File: src/udr_regs.svh
// register offsets, field positions, reset values and timing counts of the dual-role control block
`ifndef UDR_REGS_SVH
`define UDR_REGS_SVH

// ==========================================
// byte offsets on the register bus
`define UDR_OFS_POWER 5'h00
`define UDR_OFS_STATUS 5'h04
`define UDR_OFS_CONTROL 5'h08
`define UDR_OFS_ADDRESS 5'h0C
`define UDR_OFS_DUAL_ROLE 5'h10

// ==========================================
// power control fields
`define UDR_PWR_POWER_ON 0
`define UDR_PWR_SUSPEND 1
`define UDR_PWR_GUARD 4
`define UDR_PWR_ACT_PEND 7

// ==========================================
// last transfer status fields
`define UDR_STAT_ODD 2
`define UDR_STAT_DIR 3
`define UDR_STAT_EP_LSB 4
`define UDR_STAT_EP_MSB 7

// ==========================================
// control fields, both views
`define UDR_CTL_ATTACH 0
`define UDR_CTL_SOF_EN 0
`define UDR_CTL_PP_CLEAR 1
`define UDR_CTL_RESUME 2
`define UDR_CTL_HOST 3
`define UDR_CTL_BUS_RESET 4
`define UDR_CTL_HALT 5
`define UDR_CTL_TOKEN_BUSY 5
`define UDR_CTL_SE0 6
`define UDR_CTL_JSTATE 7

// ==========================================
// address and dual-role fields
`define UDR_ADR_LSB 0
`define UDR_ADR_MSB 6
`define UDR_ADR_LOW_SPEED 7
`define UDR_DRL_ENABLE 2
`define UDR_DRL_DM_PULLDOWN 4
`define UDR_DRL_DP_PULLDOWN 5
`define UDR_DRL_DM_PULLUP 6
`define UDR_DRL_DP_PULLUP 7

// ==========================================
// reset values and timing
`define UDR_RST_BYTE 8'h00
`define UDR_RST_EP 4'h0
`define UDR_RST_ADDR 7'h00
`define UDR_CLK_KHZ 25000
`define UDR_SOF_PERIOD_US 1000
`define UDR_SOF_PERIOD_CYC ((`UDR_SOF_PERIOD_US * `UDR_CLK_KHZ) / 1000)

`endif

File: src/udr_pkg.sv
// types shared by the dual-role control block
package udr_pkg;
    typedef logic [7:0] udr_byte_t;
    typedef logic [3:0] udr_endpoint_t;
    typedef enum logic {
        UDR_VIEW_DEVICE = 1'b0,
        UDR_VIEW_HOST = 1'b1
    } udr_view_t;
endpackage : udr_pkg

File: src/udr_control.sv
// control and status registers of the dual-role serial interface engine, avalon-mm slave
// How it works
// - power-on bit enables module when set, disables when clear except halt, pointer clear, low speed and address outputs; resets zero.
// - suspend request set gates usb clock and puts transceiver in low power.
// - guard bit warns of imminent suspend; cleared guard means no suspend coming.
// - activity pending is read-only; with guard set it shows suspension is unsafe.
// - each completed transfer loads the 4-bit endpoint number it updated.
// - direction bit reads 1 for transmit, 0 for receive of last transaction.
// - bank bit reads 1 for odd descriptor bank, 0 for even bank.
// - live single-ended-zero flag readable in both modes.
// - device mode halt bit stops token processing; setup token sets it.
// - host capability enables host operation and both data-line pull-downs.
// - device mode attach bit enables module and the d-plus pull-up.
// - writing 1 to pointer clear returns all ping-pong pointers to even bank.
// - host mode live j-state flag; differential 0 low speed, 1 full speed.
// - host mode token busy bit is high while a token executes.
// - host mode bus reset drives while its bit is set; software times 50 ms.
// - resume signalling drives while resume bit is set; software times 10 ms.
// - host mode frame marker enable sends a start-of-frame token every 1 ms.
// - host mode low-speed select; in device mode it reads zero.
// - writable 7-bit device address in the low bits, reset zero.
// - dual-role enable hands pull resistors to software, else host and attach decide.
//
// Design decisions made here: the Avalon-MM interface to the registers and the register offsets.
`timescale 1ns/1ns
`include "udr_regs.svh"

module udr_control import udr_pkg::*; #(
    parameter int SOF_PERIOD_CYCLES = `UDR_SOF_PERIOD_CYC
) (
    input wire logic i_sys_clk,
    input wire logic i_rst_b,
    input wire logic [4:0] i_avs_address,
    input wire logic i_avs_read,
    input wire logic i_avs_write,
    input wire logic [31:0] i_avs_writedata,
    input wire logic [3:0] i_avs_byteenable,
    output logic [31:0] o_avs_readdata,
    output logic o_avs_waitrequest,
    input wire logic i_xfer_done,
    input wire logic [3:0] i_xfer_endpoint,
    input wire logic i_xfer_tx,
    input wire logic i_xfer_odd,
    input wire logic i_setup_token,
    input wire logic i_token_active,
    input wire logic i_bus_active,
    input wire logic i_line_se0,
    input wire logic i_line_diff,
    output logic o_module_enable,
    output logic o_suspend,
    output logic o_packet_halt,
    output logic o_host_mode,
    output logic o_dp_pullup,
    output logic o_dm_pullup,
    output logic o_dp_pulldown,
    output logic o_dm_pulldown,
    output logic o_bus_reset,
    output logic o_resume,
    output logic o_pingpong_clear,
    output logic o_sof_tick,
    output logic o_low_speed,
    output logic [6:0] o_device_address
);
    localparam int SOF_W = $clog2(SOF_PERIOD_CYCLES);

    // the frame counter needs at least one count before it wraps
    if (SOF_PERIOD_CYCLES < 2) begin : g_bad_period
        $error("SOF_PERIOD_CYCLES must be at least 2");
    end

    // ==========================================
    // software-visible state
    logic pwr_on_ff, susp_req_ff, guard_ff, act_pend_ff;
    udr_endpoint_t stat_ep_ff;
    logic stat_dir_ff, stat_odd_ff;
    logic halt_ff, attach_ff, sof_en_ff, bus_reset_ff, resume_ff, ppclr_ff;
    udr_view_t view_ff;
    logic low_speed_ff;
    logic [6:0] dev_addr_ff;
    logic drole_ff;
    logic sw_dp_up_ff, sw_dm_up_ff, sw_dp_dn_ff, sw_dm_dn_ff;
    logic wait_ff;
    logic [31:0] rdata_ff;
    logic module_en_ff, suspend_ff, halt_out_ff, host_out_ff;
    logic dp_up_ff, dm_up_ff, dp_dn_ff, dm_dn_ff;
    logic bus_reset_out_ff, resume_out_ff, ppclr_pulse_ff, sof_tick_ff, low_speed_out_ff;
    logic [6:0] dev_addr_out_ff;

    // ==========================================
    // line synchronisers
    logic [1:0] line_in;
    logic [1:0] sync1_ff, sync2_ff, sync3_ff, line_ff;
    assign line_in = {i_line_diff, i_line_se0};

    // one process for both lines, so every stage has a single driver
    always_ff @(posedge i_sys_clk or negedge i_rst_b) begin
        if (!i_rst_b) begin
            sync1_ff <= 2'h0;
            sync2_ff <= 2'h0;
            sync3_ff <= 2'h0;
            line_ff <= 2'h0;
        end else begin
            sync1_ff <= line_in;
            sync2_ff <= sync1_ff;
            sync3_ff <= sync2_ff;
            // a change counts only once two stages agree
            for (int b = 0; b < 2; b++) begin
                if (sync2_ff[b] == sync3_ff[b]) begin
                    line_ff[b] <= sync3_ff[b];
                end
            end
        end
    end

    logic se0_live, jstate_live, is_host;
    assign is_host = (view_ff == UDR_VIEW_HOST);
    assign se0_live = line_ff[0];
    assign jstate_live = low_speed_ff ? ~line_ff[1] : line_ff[1];

    // ==========================================
    // bus slave: one wait cycle, then completion
    logic wr_fire, rd_fire;
    udr_byte_t wd;
    assign wr_fire = i_avs_write && !wait_ff && i_avs_byteenable[0];
    assign rd_fire = i_avs_read && wait_ff;
    assign wd = i_avs_writedata[7:0];

    always_ff @(posedge i_sys_clk or negedge i_rst_b) begin
        if (!i_rst_b) begin
            wait_ff <= 1'b1;
        end else if ((i_avs_read || i_avs_write) && wait_ff) begin
            wait_ff <= 1'b0;
        end else begin
            wait_ff <= 1'b1;
        end
    end

    udr_byte_t nxt_rbyte;
    always_comb begin
        nxt_rbyte = `UDR_RST_BYTE;
        unique case (i_avs_address)
            `UDR_OFS_POWER: begin
                nxt_rbyte[`UDR_PWR_POWER_ON] = pwr_on_ff;
                nxt_rbyte[`UDR_PWR_SUSPEND] = susp_req_ff;
                nxt_rbyte[`UDR_PWR_GUARD] = guard_ff;
                nxt_rbyte[`UDR_PWR_ACT_PEND] = act_pend_ff;
            end
            `UDR_OFS_STATUS: begin
                nxt_rbyte[`UDR_STAT_EP_MSB:`UDR_STAT_EP_LSB] = stat_ep_ff;
                nxt_rbyte[`UDR_STAT_DIR] = stat_dir_ff;
                nxt_rbyte[`UDR_STAT_ODD] = stat_odd_ff;
            end
            `UDR_OFS_CONTROL: begin
                nxt_rbyte[`UDR_CTL_SE0] = se0_live;
                nxt_rbyte[`UDR_CTL_HOST] = is_host;
                nxt_rbyte[`UDR_CTL_RESUME] = resume_ff;
                nxt_rbyte[`UDR_CTL_PP_CLEAR] = ppclr_ff;
                if (is_host) begin
                    nxt_rbyte[`UDR_CTL_JSTATE] = jstate_live;
                    nxt_rbyte[`UDR_CTL_TOKEN_BUSY] = i_token_active;
                    nxt_rbyte[`UDR_CTL_BUS_RESET] = bus_reset_ff;
                    nxt_rbyte[`UDR_CTL_SOF_EN] = sof_en_ff;
                end else begin
                    nxt_rbyte[`UDR_CTL_HALT] = halt_ff;
                    nxt_rbyte[`UDR_CTL_ATTACH] = attach_ff;
                end
            end
            `UDR_OFS_ADDRESS: begin
                nxt_rbyte[`UDR_ADR_MSB:`UDR_ADR_LSB] = dev_addr_ff;
                nxt_rbyte[`UDR_ADR_LOW_SPEED] = is_host && low_speed_ff;
            end
            `UDR_OFS_DUAL_ROLE: begin
                nxt_rbyte[`UDR_DRL_ENABLE] = drole_ff;
                nxt_rbyte[`UDR_DRL_DP_PULLUP] = sw_dp_up_ff;
                nxt_rbyte[`UDR_DRL_DM_PULLUP] = sw_dm_up_ff;
                nxt_rbyte[`UDR_DRL_DP_PULLDOWN] = sw_dp_dn_ff;
                nxt_rbyte[`UDR_DRL_DM_PULLDOWN] = sw_dm_dn_ff;
            end
            default: nxt_rbyte = `UDR_RST_BYTE;
        endcase
    end

    always_ff @(posedge i_sys_clk or negedge i_rst_b) begin
        if (!i_rst_b) begin
            rdata_ff <= 32'h0000_0000;
        end else if (rd_fire) begin
            rdata_ff <= {24'h00_0000, nxt_rbyte};
        end
    end

    logic wr_pwr, wr_ctl, wr_adr, wr_drl;
    assign wr_pwr = wr_fire && (i_avs_address == `UDR_OFS_POWER);
    assign wr_ctl = wr_fire && (i_avs_address == `UDR_OFS_CONTROL);
    assign wr_adr = wr_fire && (i_avs_address == `UDR_OFS_ADDRESS);
    assign wr_drl = wr_fire && (i_avs_address == `UDR_OFS_DUAL_ROLE);

    // ==========================================
    // power control
    always_ff @(posedge i_sys_clk or negedge i_rst_b) begin
        if (!i_rst_b) begin
            pwr_on_ff <= 1'b0;
            guard_ff <= 1'b0;
        end else if (wr_pwr) begin
            pwr_on_ff <= wd[`UDR_PWR_POWER_ON];
            guard_ff <= wd[`UDR_PWR_GUARD];
        end
    end

    // bus activity wakes the module; a software set in the same cycle wins
    always_ff @(posedge i_sys_clk or negedge i_rst_b) begin
        if (!i_rst_b) begin
            susp_req_ff <= 1'b0;
        end else if (wr_pwr) begin
            susp_req_ff <= wd[`UDR_PWR_SUSPEND];
        end else if (i_bus_active) begin
            susp_req_ff <= 1'b0;
        end
    end

    // only meaningful with the guard up; otherwise reads as safe
    always_ff @(posedge i_sys_clk or negedge i_rst_b) begin
        if (!i_rst_b) begin
            act_pend_ff <= 1'b0;
        end else begin
            act_pend_ff <= guard_ff && (i_bus_active || i_token_active || i_xfer_done);
        end
    end

    // ==========================================
    // last transfer status
    always_ff @(posedge i_sys_clk or negedge i_rst_b) begin
        if (!i_rst_b) begin
            stat_ep_ff <= `UDR_RST_EP;
            stat_dir_ff <= 1'b0;
            stat_odd_ff <= 1'b0;
        end else if (i_xfer_done) begin
            stat_ep_ff <= i_xfer_endpoint;
            stat_dir_ff <= i_xfer_tx;
            stat_odd_ff <= i_xfer_odd;
        end
    end

    // ==========================================
    // control register, view chosen by host capability
    always_ff @(posedge i_sys_clk or negedge i_rst_b) begin
        if (!i_rst_b) begin
            view_ff <= UDR_VIEW_DEVICE;
            resume_ff <= 1'b0;
            ppclr_ff <= 1'b0;
            attach_ff <= 1'b0;
            sof_en_ff <= 1'b0;
            bus_reset_ff <= 1'b0;
        end else if (wr_ctl) begin
            view_ff <= udr_view_t'(wd[`UDR_CTL_HOST]);
            resume_ff <= wd[`UDR_CTL_RESUME];
            ppclr_ff <= wd[`UDR_CTL_PP_CLEAR];
            if (is_host) begin
                sof_en_ff <= wd[`UDR_CTL_SOF_EN];
                bus_reset_ff <= wd[`UDR_CTL_BUS_RESET];
            end else begin
                attach_ff <= wd[`UDR_CTL_ATTACH];
            end
        end
    end

    // hardware set from a setup token beats a software clear
    always_ff @(posedge i_sys_clk or negedge i_rst_b) begin
        if (!i_rst_b) begin
            halt_ff <= 1'b0;
        end else if (i_setup_token && !is_host) begin
            halt_ff <= 1'b1;
        end else if (wr_ctl && !is_host) begin
            halt_ff <= wd[`UDR_CTL_HALT];
        end
    end

    // ==========================================
    // address and dual-role control
    always_ff @(posedge i_sys_clk or negedge i_rst_b) begin
        if (!i_rst_b) begin
            dev_addr_ff <= `UDR_RST_ADDR;
            low_speed_ff <= 1'b0;
        end else if (wr_adr) begin
            dev_addr_ff <= wd[`UDR_ADR_MSB:`UDR_ADR_LSB];
            low_speed_ff <= wd[`UDR_ADR_LOW_SPEED];
        end
    end

    always_ff @(posedge i_sys_clk or negedge i_rst_b) begin
        if (!i_rst_b) begin
            drole_ff <= 1'b0;
            sw_dp_up_ff <= 1'b0;
            sw_dm_up_ff <= 1'b0;
            sw_dp_dn_ff <= 1'b0;
            sw_dm_dn_ff <= 1'b0;
        end else if (wr_drl) begin
            drole_ff <= wd[`UDR_DRL_ENABLE];
            sw_dp_up_ff <= wd[`UDR_DRL_DP_PULLUP];
            sw_dm_up_ff <= wd[`UDR_DRL_DM_PULLUP];
            sw_dp_dn_ff <= wd[`UDR_DRL_DP_PULLDOWN];
            sw_dm_dn_ff <= wd[`UDR_DRL_DM_PULLDOWN];
        end
    end

    // ==========================================
    // start-of-frame timer; cleared while suspended since the usb clock is gated
    logic [SOF_W-1:0] sof_cnt_ff;
    logic sof_run;
    assign sof_run = pwr_on_ff && is_host && sof_en_ff && !susp_req_ff;

    always_ff @(posedge i_sys_clk or negedge i_rst_b) begin
        if (!i_rst_b) begin
            sof_cnt_ff <= '0;
            sof_tick_ff <= 1'b0;
        end else if (!sof_run) begin
            sof_cnt_ff <= '0;
            sof_tick_ff <= 1'b0;
        end else if (sof_cnt_ff == SOF_W'(SOF_PERIOD_CYCLES - 1)) begin
            sof_cnt_ff <= '0;
            sof_tick_ff <= 1'b1;
        end else begin
            sof_cnt_ff <= sof_cnt_ff + SOF_W'(1);
            sof_tick_ff <= 1'b0;
        end
    end

    // ==========================================
    // registered outputs; halt, pointer clear, low speed and address are not gated by module power
    always_ff @(posedge i_sys_clk or negedge i_rst_b) begin
        if (!i_rst_b) begin
            module_en_ff <= 1'b0;
            suspend_ff <= 1'b0;
            halt_out_ff <= 1'b0;
            host_out_ff <= 1'b0;
            bus_reset_out_ff <= 1'b0;
            resume_out_ff <= 1'b0;
            ppclr_pulse_ff <= 1'b0;
            low_speed_out_ff <= 1'b0;
            dev_addr_out_ff <= `UDR_RST_ADDR;
        end else begin
            module_en_ff <= pwr_on_ff && (is_host || attach_ff);
            suspend_ff <= pwr_on_ff && susp_req_ff;
            halt_out_ff <= halt_ff && !is_host;
            host_out_ff <= pwr_on_ff && is_host;
            bus_reset_out_ff <= pwr_on_ff && is_host && bus_reset_ff;
            resume_out_ff <= pwr_on_ff && resume_ff;
            ppclr_pulse_ff <= wr_ctl && wd[`UDR_CTL_PP_CLEAR];
            low_speed_out_ff <= is_host && low_speed_ff;
            dev_addr_out_ff <= dev_addr_ff;
        end
    end

    always_ff @(posedge i_sys_clk or negedge i_rst_b) begin
        if (!i_rst_b) begin
            dp_up_ff <= 1'b0;
            dm_up_ff <= 1'b0;
            dp_dn_ff <= 1'b0;
            dm_dn_ff <= 1'b0;
        end else if (!pwr_on_ff) begin
            dp_up_ff <= 1'b0;
            dm_up_ff <= 1'b0;
            dp_dn_ff <= 1'b0;
            dm_dn_ff <= 1'b0;
        end else if (drole_ff) begin
            dp_up_ff <= sw_dp_up_ff;
            dm_up_ff <= sw_dm_up_ff;
            dp_dn_ff <= sw_dp_dn_ff;
            dm_dn_ff <= sw_dm_dn_ff;
        end else begin
            dp_up_ff <= attach_ff && !is_host;
            dm_up_ff <= 1'b0;
            dp_dn_ff <= is_host;
            dm_dn_ff <= is_host;
        end
    end

    assign o_avs_readdata = rdata_ff;
    assign o_avs_waitrequest = wait_ff;
    assign o_module_enable = module_en_ff;
    assign o_suspend = suspend_ff;
    assign o_packet_halt = halt_out_ff;
    assign o_host_mode = host_out_ff;
    assign o_dp_pullup = dp_up_ff;
    assign o_dm_pullup = dm_up_ff;
    assign o_dp_pulldown = dp_dn_ff;
    assign o_dm_pulldown = dm_dn_ff;
    assign o_bus_reset = bus_reset_out_ff;
    assign o_resume = resume_out_ff;
    assign o_pingpong_clear = ppclr_pulse_ff;
    assign o_sof_tick = sof_tick_ff;
    assign o_low_speed = low_speed_out_ff;
    assign o_device_address = dev_addr_out_ff;
endmodule : udr_control

File: config.mk
export PLATFORM = sky130hd
export DESIGN_NAME = udr_control
export DESIGN_NICKNAME = d
export VERILOG_FILES = /design/src/udr_pkg.sv /design/src/udr_control.sv
export VERILOG_INCLUDE_DIRS = /design/src /design/src/src
export SDC_FILE = /design/constraint.sdc
export NUM_CORES = 1
export LEC_CHECK = 0
export BUFFER_PORTS_ARGS = -buffer_cell sky130_fd_sc_hd__buf_2
export CAP_MARGIN = 20
export CORE_MARGIN = 4
export CORE_UTILIZATION = 40
export DETAILED_ROUTE_END_ITERATION = 6
export PLACE_DENSITY_LB_ADDON = 0.05
export RECOVER_POWER = 100
export SLEW_MARGIN = 20
export SYNTH_ARGS = -nofsm -noshare
export SYNTH_HDL_FRONTEND = slang
export SYNTH_SLANG_ARGS = --single-unit
File: constraint.sdc
create_clock -name i_sys_clk -period 2.3 [get_ports i_sys_clk]
set_input_delay 0.575 -clock i_sys_clk [delete_from_list [all_inputs] [get_ports i_sys_clk]]
set_output_delay 0.575 -clock i_sys_clk [all_outputs]
set_load 0.1 [all_outputs]
==> summary.txt <==
Setup path
  • Cell at the slowest stage of the critical path: or4b_2
  • Crit Path Category: reg2reg
  • R2r setup slk: 270 ps
  • CP startpoint kind: register
  • RR Startpoint: sof_cnt_ff[11]
  • FF-to-FF path depth: 4
  • Worst path cell trace: or4b_2, or4_1, nand3_2, nor2_1
  • Critical path endpoint category: register
  • CP delay by family, top: simple AND/OR/NAND/NOR gates
  • Worst Path Arrival: around 2300 ps
  • CP max FO: 15
  • Critical Path RT: approximately 2500 ps
  • Crit-path max cell delay: around 670 ps
  • FF-to-FF End: sof_cnt_ff[4]
  • CP bufs+invs: 0

Timing
  • Final TNS setup: 0 ps
  • Smallest hold slack: 328 ps
  • Hold Violations, Final: 0
  • FMAX: approximately 490 MHz
  • Skew final: roughly 11 ps
  • Final setup viols: 0
  • Setup ws final: 266 ps
  • Minimum clock period: 2030 ps
  • Final period util: 0.884
  • Final Max Slew Viols: 0
  • Worst-Margin Slew: between 800 and 900 ps
  • RSZ-0062 raised after global routing: false
  • Slew headroom: 0.402

Clock tree
  • Clock sink total: 82
  • Maximum root-to-sink buffer count: 2
  • # hold bufs at CTS: 0
  • Resized cells post-CTS: 0
  • Clock transition at path regs: ~90 ps
  • Clk Latency, worst-skew pair: about 350 ps
  • CTS tree: built
  • Htree depth: 3
  • Postcts setup bufs: 0
  • Total CTS buffers: 9
  • Root buf cell: clkbuf_8

GRT
  • Vias in the first global route: 2334
  • Largest net degree at the start of global routing: 49
  • First-pass GRT wire length: roughly 12 mm
  • Initial antenna violation count: 0
  • GRT overflow: 0
  • Total global-route track usage: 0.146

Place
  • Gp weighted congestion: 0.768
  • Setup WS pre-CTS: ~47 ps
  • Count of input and output buffers: 58
  • Placed Area: about 4000 sq um
  • Dpl hpwl: approximately 5.5 mm

Die
  • Die W: 103 um
  • Die ar.: between 10000 and 15000 sq um
  • I/O pin count: between 100 and 150
  • Cell row count: 34
  • Initial Utilization: 0.413
  • Die height: between 100 and 150 um
  • Area of the core: 8760 sq um

Status
  • Outcome: complete, no violations

Logic synthesis
  • FF+latch count, synth: 82
  • Synth area leaders: dfrtp_1, mux2_2, buf_4
  • Leading area contributor after synthesis: dfrtp_1
  • Register area share after synthesis: 0.568
  • Mapped Area: 3620 sq um
  • Yosys top cell area share: 0.560
  • Distinct cells, synth: 50
  • YS warnings: 0
  • Mapped Avg Cell Area: approximately 12 sq um
  • Top_reg_cell synth: dfrtp_1
  • Post-Syn Instances: between 200 and 300
  • Asr flop ratio synth: 1.00
  • Post-synth EDFFs: 0

Run
  • Number of max-cap violations: 0

Final layout
  • Area grow syn2layout: 14.6%
  • Fraction of layout cells with a size suffix above 1: 0.277
  • Most frequent cells in the layout: dfrtp_1, clkbuf_2, buf_2
  • Post-route cell area: a little over 4000 sq um
  • Diodes inserted: 0
  • Filler instances: between 800 and 900
  • Multi-input gate area: about 1300 sq um
  • Sequential Area: between 2000 and 2500 sq um
  • Nets: 425
  • Commonest non-fill, non-tap cell in the layout: dfrtp_1

Routing
  • DR iter-0 viols: 58
  • DR vias/cell: around 5
  • Post-route DRC: 0
  • Per-cell routed wire length: approximately 16 um
  • First-pass detailed-route iteration total: 4
  • Routed WL: ~7.5 mm
  • ANT nets after route: 0
  • Routed vias: around 2300

Pwr
  • Pwr/cell area: just under 800 nW/um^2
  • VDD IR max: approximately 0.36 mV
  • Static Leak: 1.98 nW

Min path
  • Worst min path class: in2async
[worst register-to-register path, delay by kind of cell (launching register included)]
family	cells	cell delay [ps]
flops	1	420
simple gates	4	1490
[cell usage after synthesis (2+ instances only)]
cell      number
nor2_1        24
xor2_1         3
clkbuf_1       6
maj3_1         2
a22oi_1        4
xnor2_1       12
or3_1          2
mux2_2        20
nand3_1        8
nor3_1         7
or4_1          2
and2_1         6
dfrtp_1       81
a21boi_0       2
a21oi_1        2
nor2b_1        4
nand4_1        2
nand2b_1       2
o21ai_0        5
and3_1         3
mux2i_1        8
mux2_4         8
inv_1          5
a22o_1         7
o22ai_1        2
buf_6          3
buf_4         25
nand2_1       14
nor4_1         7
[final cells by class]
cell class / instances / area share
inverter: 5 / 0.00453
tap: 108 / 0.0326
sequential: 82 / 0.495
timing repair buffer: 71 / 0.0905
clock inverter: 6 / 0.0217
multi-input combinational: 198 / 0.325
clock buffer: 10 / 0.0308
[power breakdown]
group | switching [mW] | internal [mW]
Combinational | 0.432 | 0.105
Sequential | 0.0565 | 1.51
Clock | 0.526 | 0.618
[sequential cells by signal (all words and copies together), names as in the netlist, 4 cells and up]
signal            cells
sof_cnt_ff           15
o_avs_readdata        8
dev_addr_ff           7
o_device_address      7
stat_ep_ff            4
[stage by stage]
step | cells | total power, mW | util
3_5_place_dp | 464 | 2.15 | 0.456
6_report | 480 | 3.25 | 0.473
5_1_grt | 480 | 3.39 | 0.473
3_3_place_gp | 464 | 2.15 | 0.456
2_1_floorplan | 320 | 2.05 | -
4_1_cts | 480 | 3.30 | 0.481
[per-layer routing]
metal	up-vias	GRT usage	routed length [um]
met4	0	0.0568	102
met2	58	0.229	3450
met1	1153	0.201	3550
met3	10	0.0264	350
li1	1124	-	-
met5	-	0	0
[kinds of logic after synthesis]
group | share of synthesized area
fa+ha+maj | 0.00899
compound gates | 0.0630
simple gates | 0.132
flops | 0.568
buf+inv | 0.0737
other cells | 0.00104
mux | 0.118
xor+xnor | 0.0363
[worst max path at each step]
stage / endpoint / startpoint / cells past startpoint
6_report: sof_cnt_ff[4] / sof_cnt_ff[11] / 4
5_1_grt: sof_cnt_ff[14] / sof_cnt_ff[11] / 4
4_1_cts: sof_cnt_ff[4] / sof_cnt_ff[11] / 4
3_5_place_dp: dev_addr_ff[6] / i_avs_address[1] / 5
3_3_place_gp: dev_addr_ff[6] / i_avs_address[1] / 5
2_1_floorplan: dev_addr_ff[0] / i_avs_address[4] / 6
(Power assumes the default switching activity.)
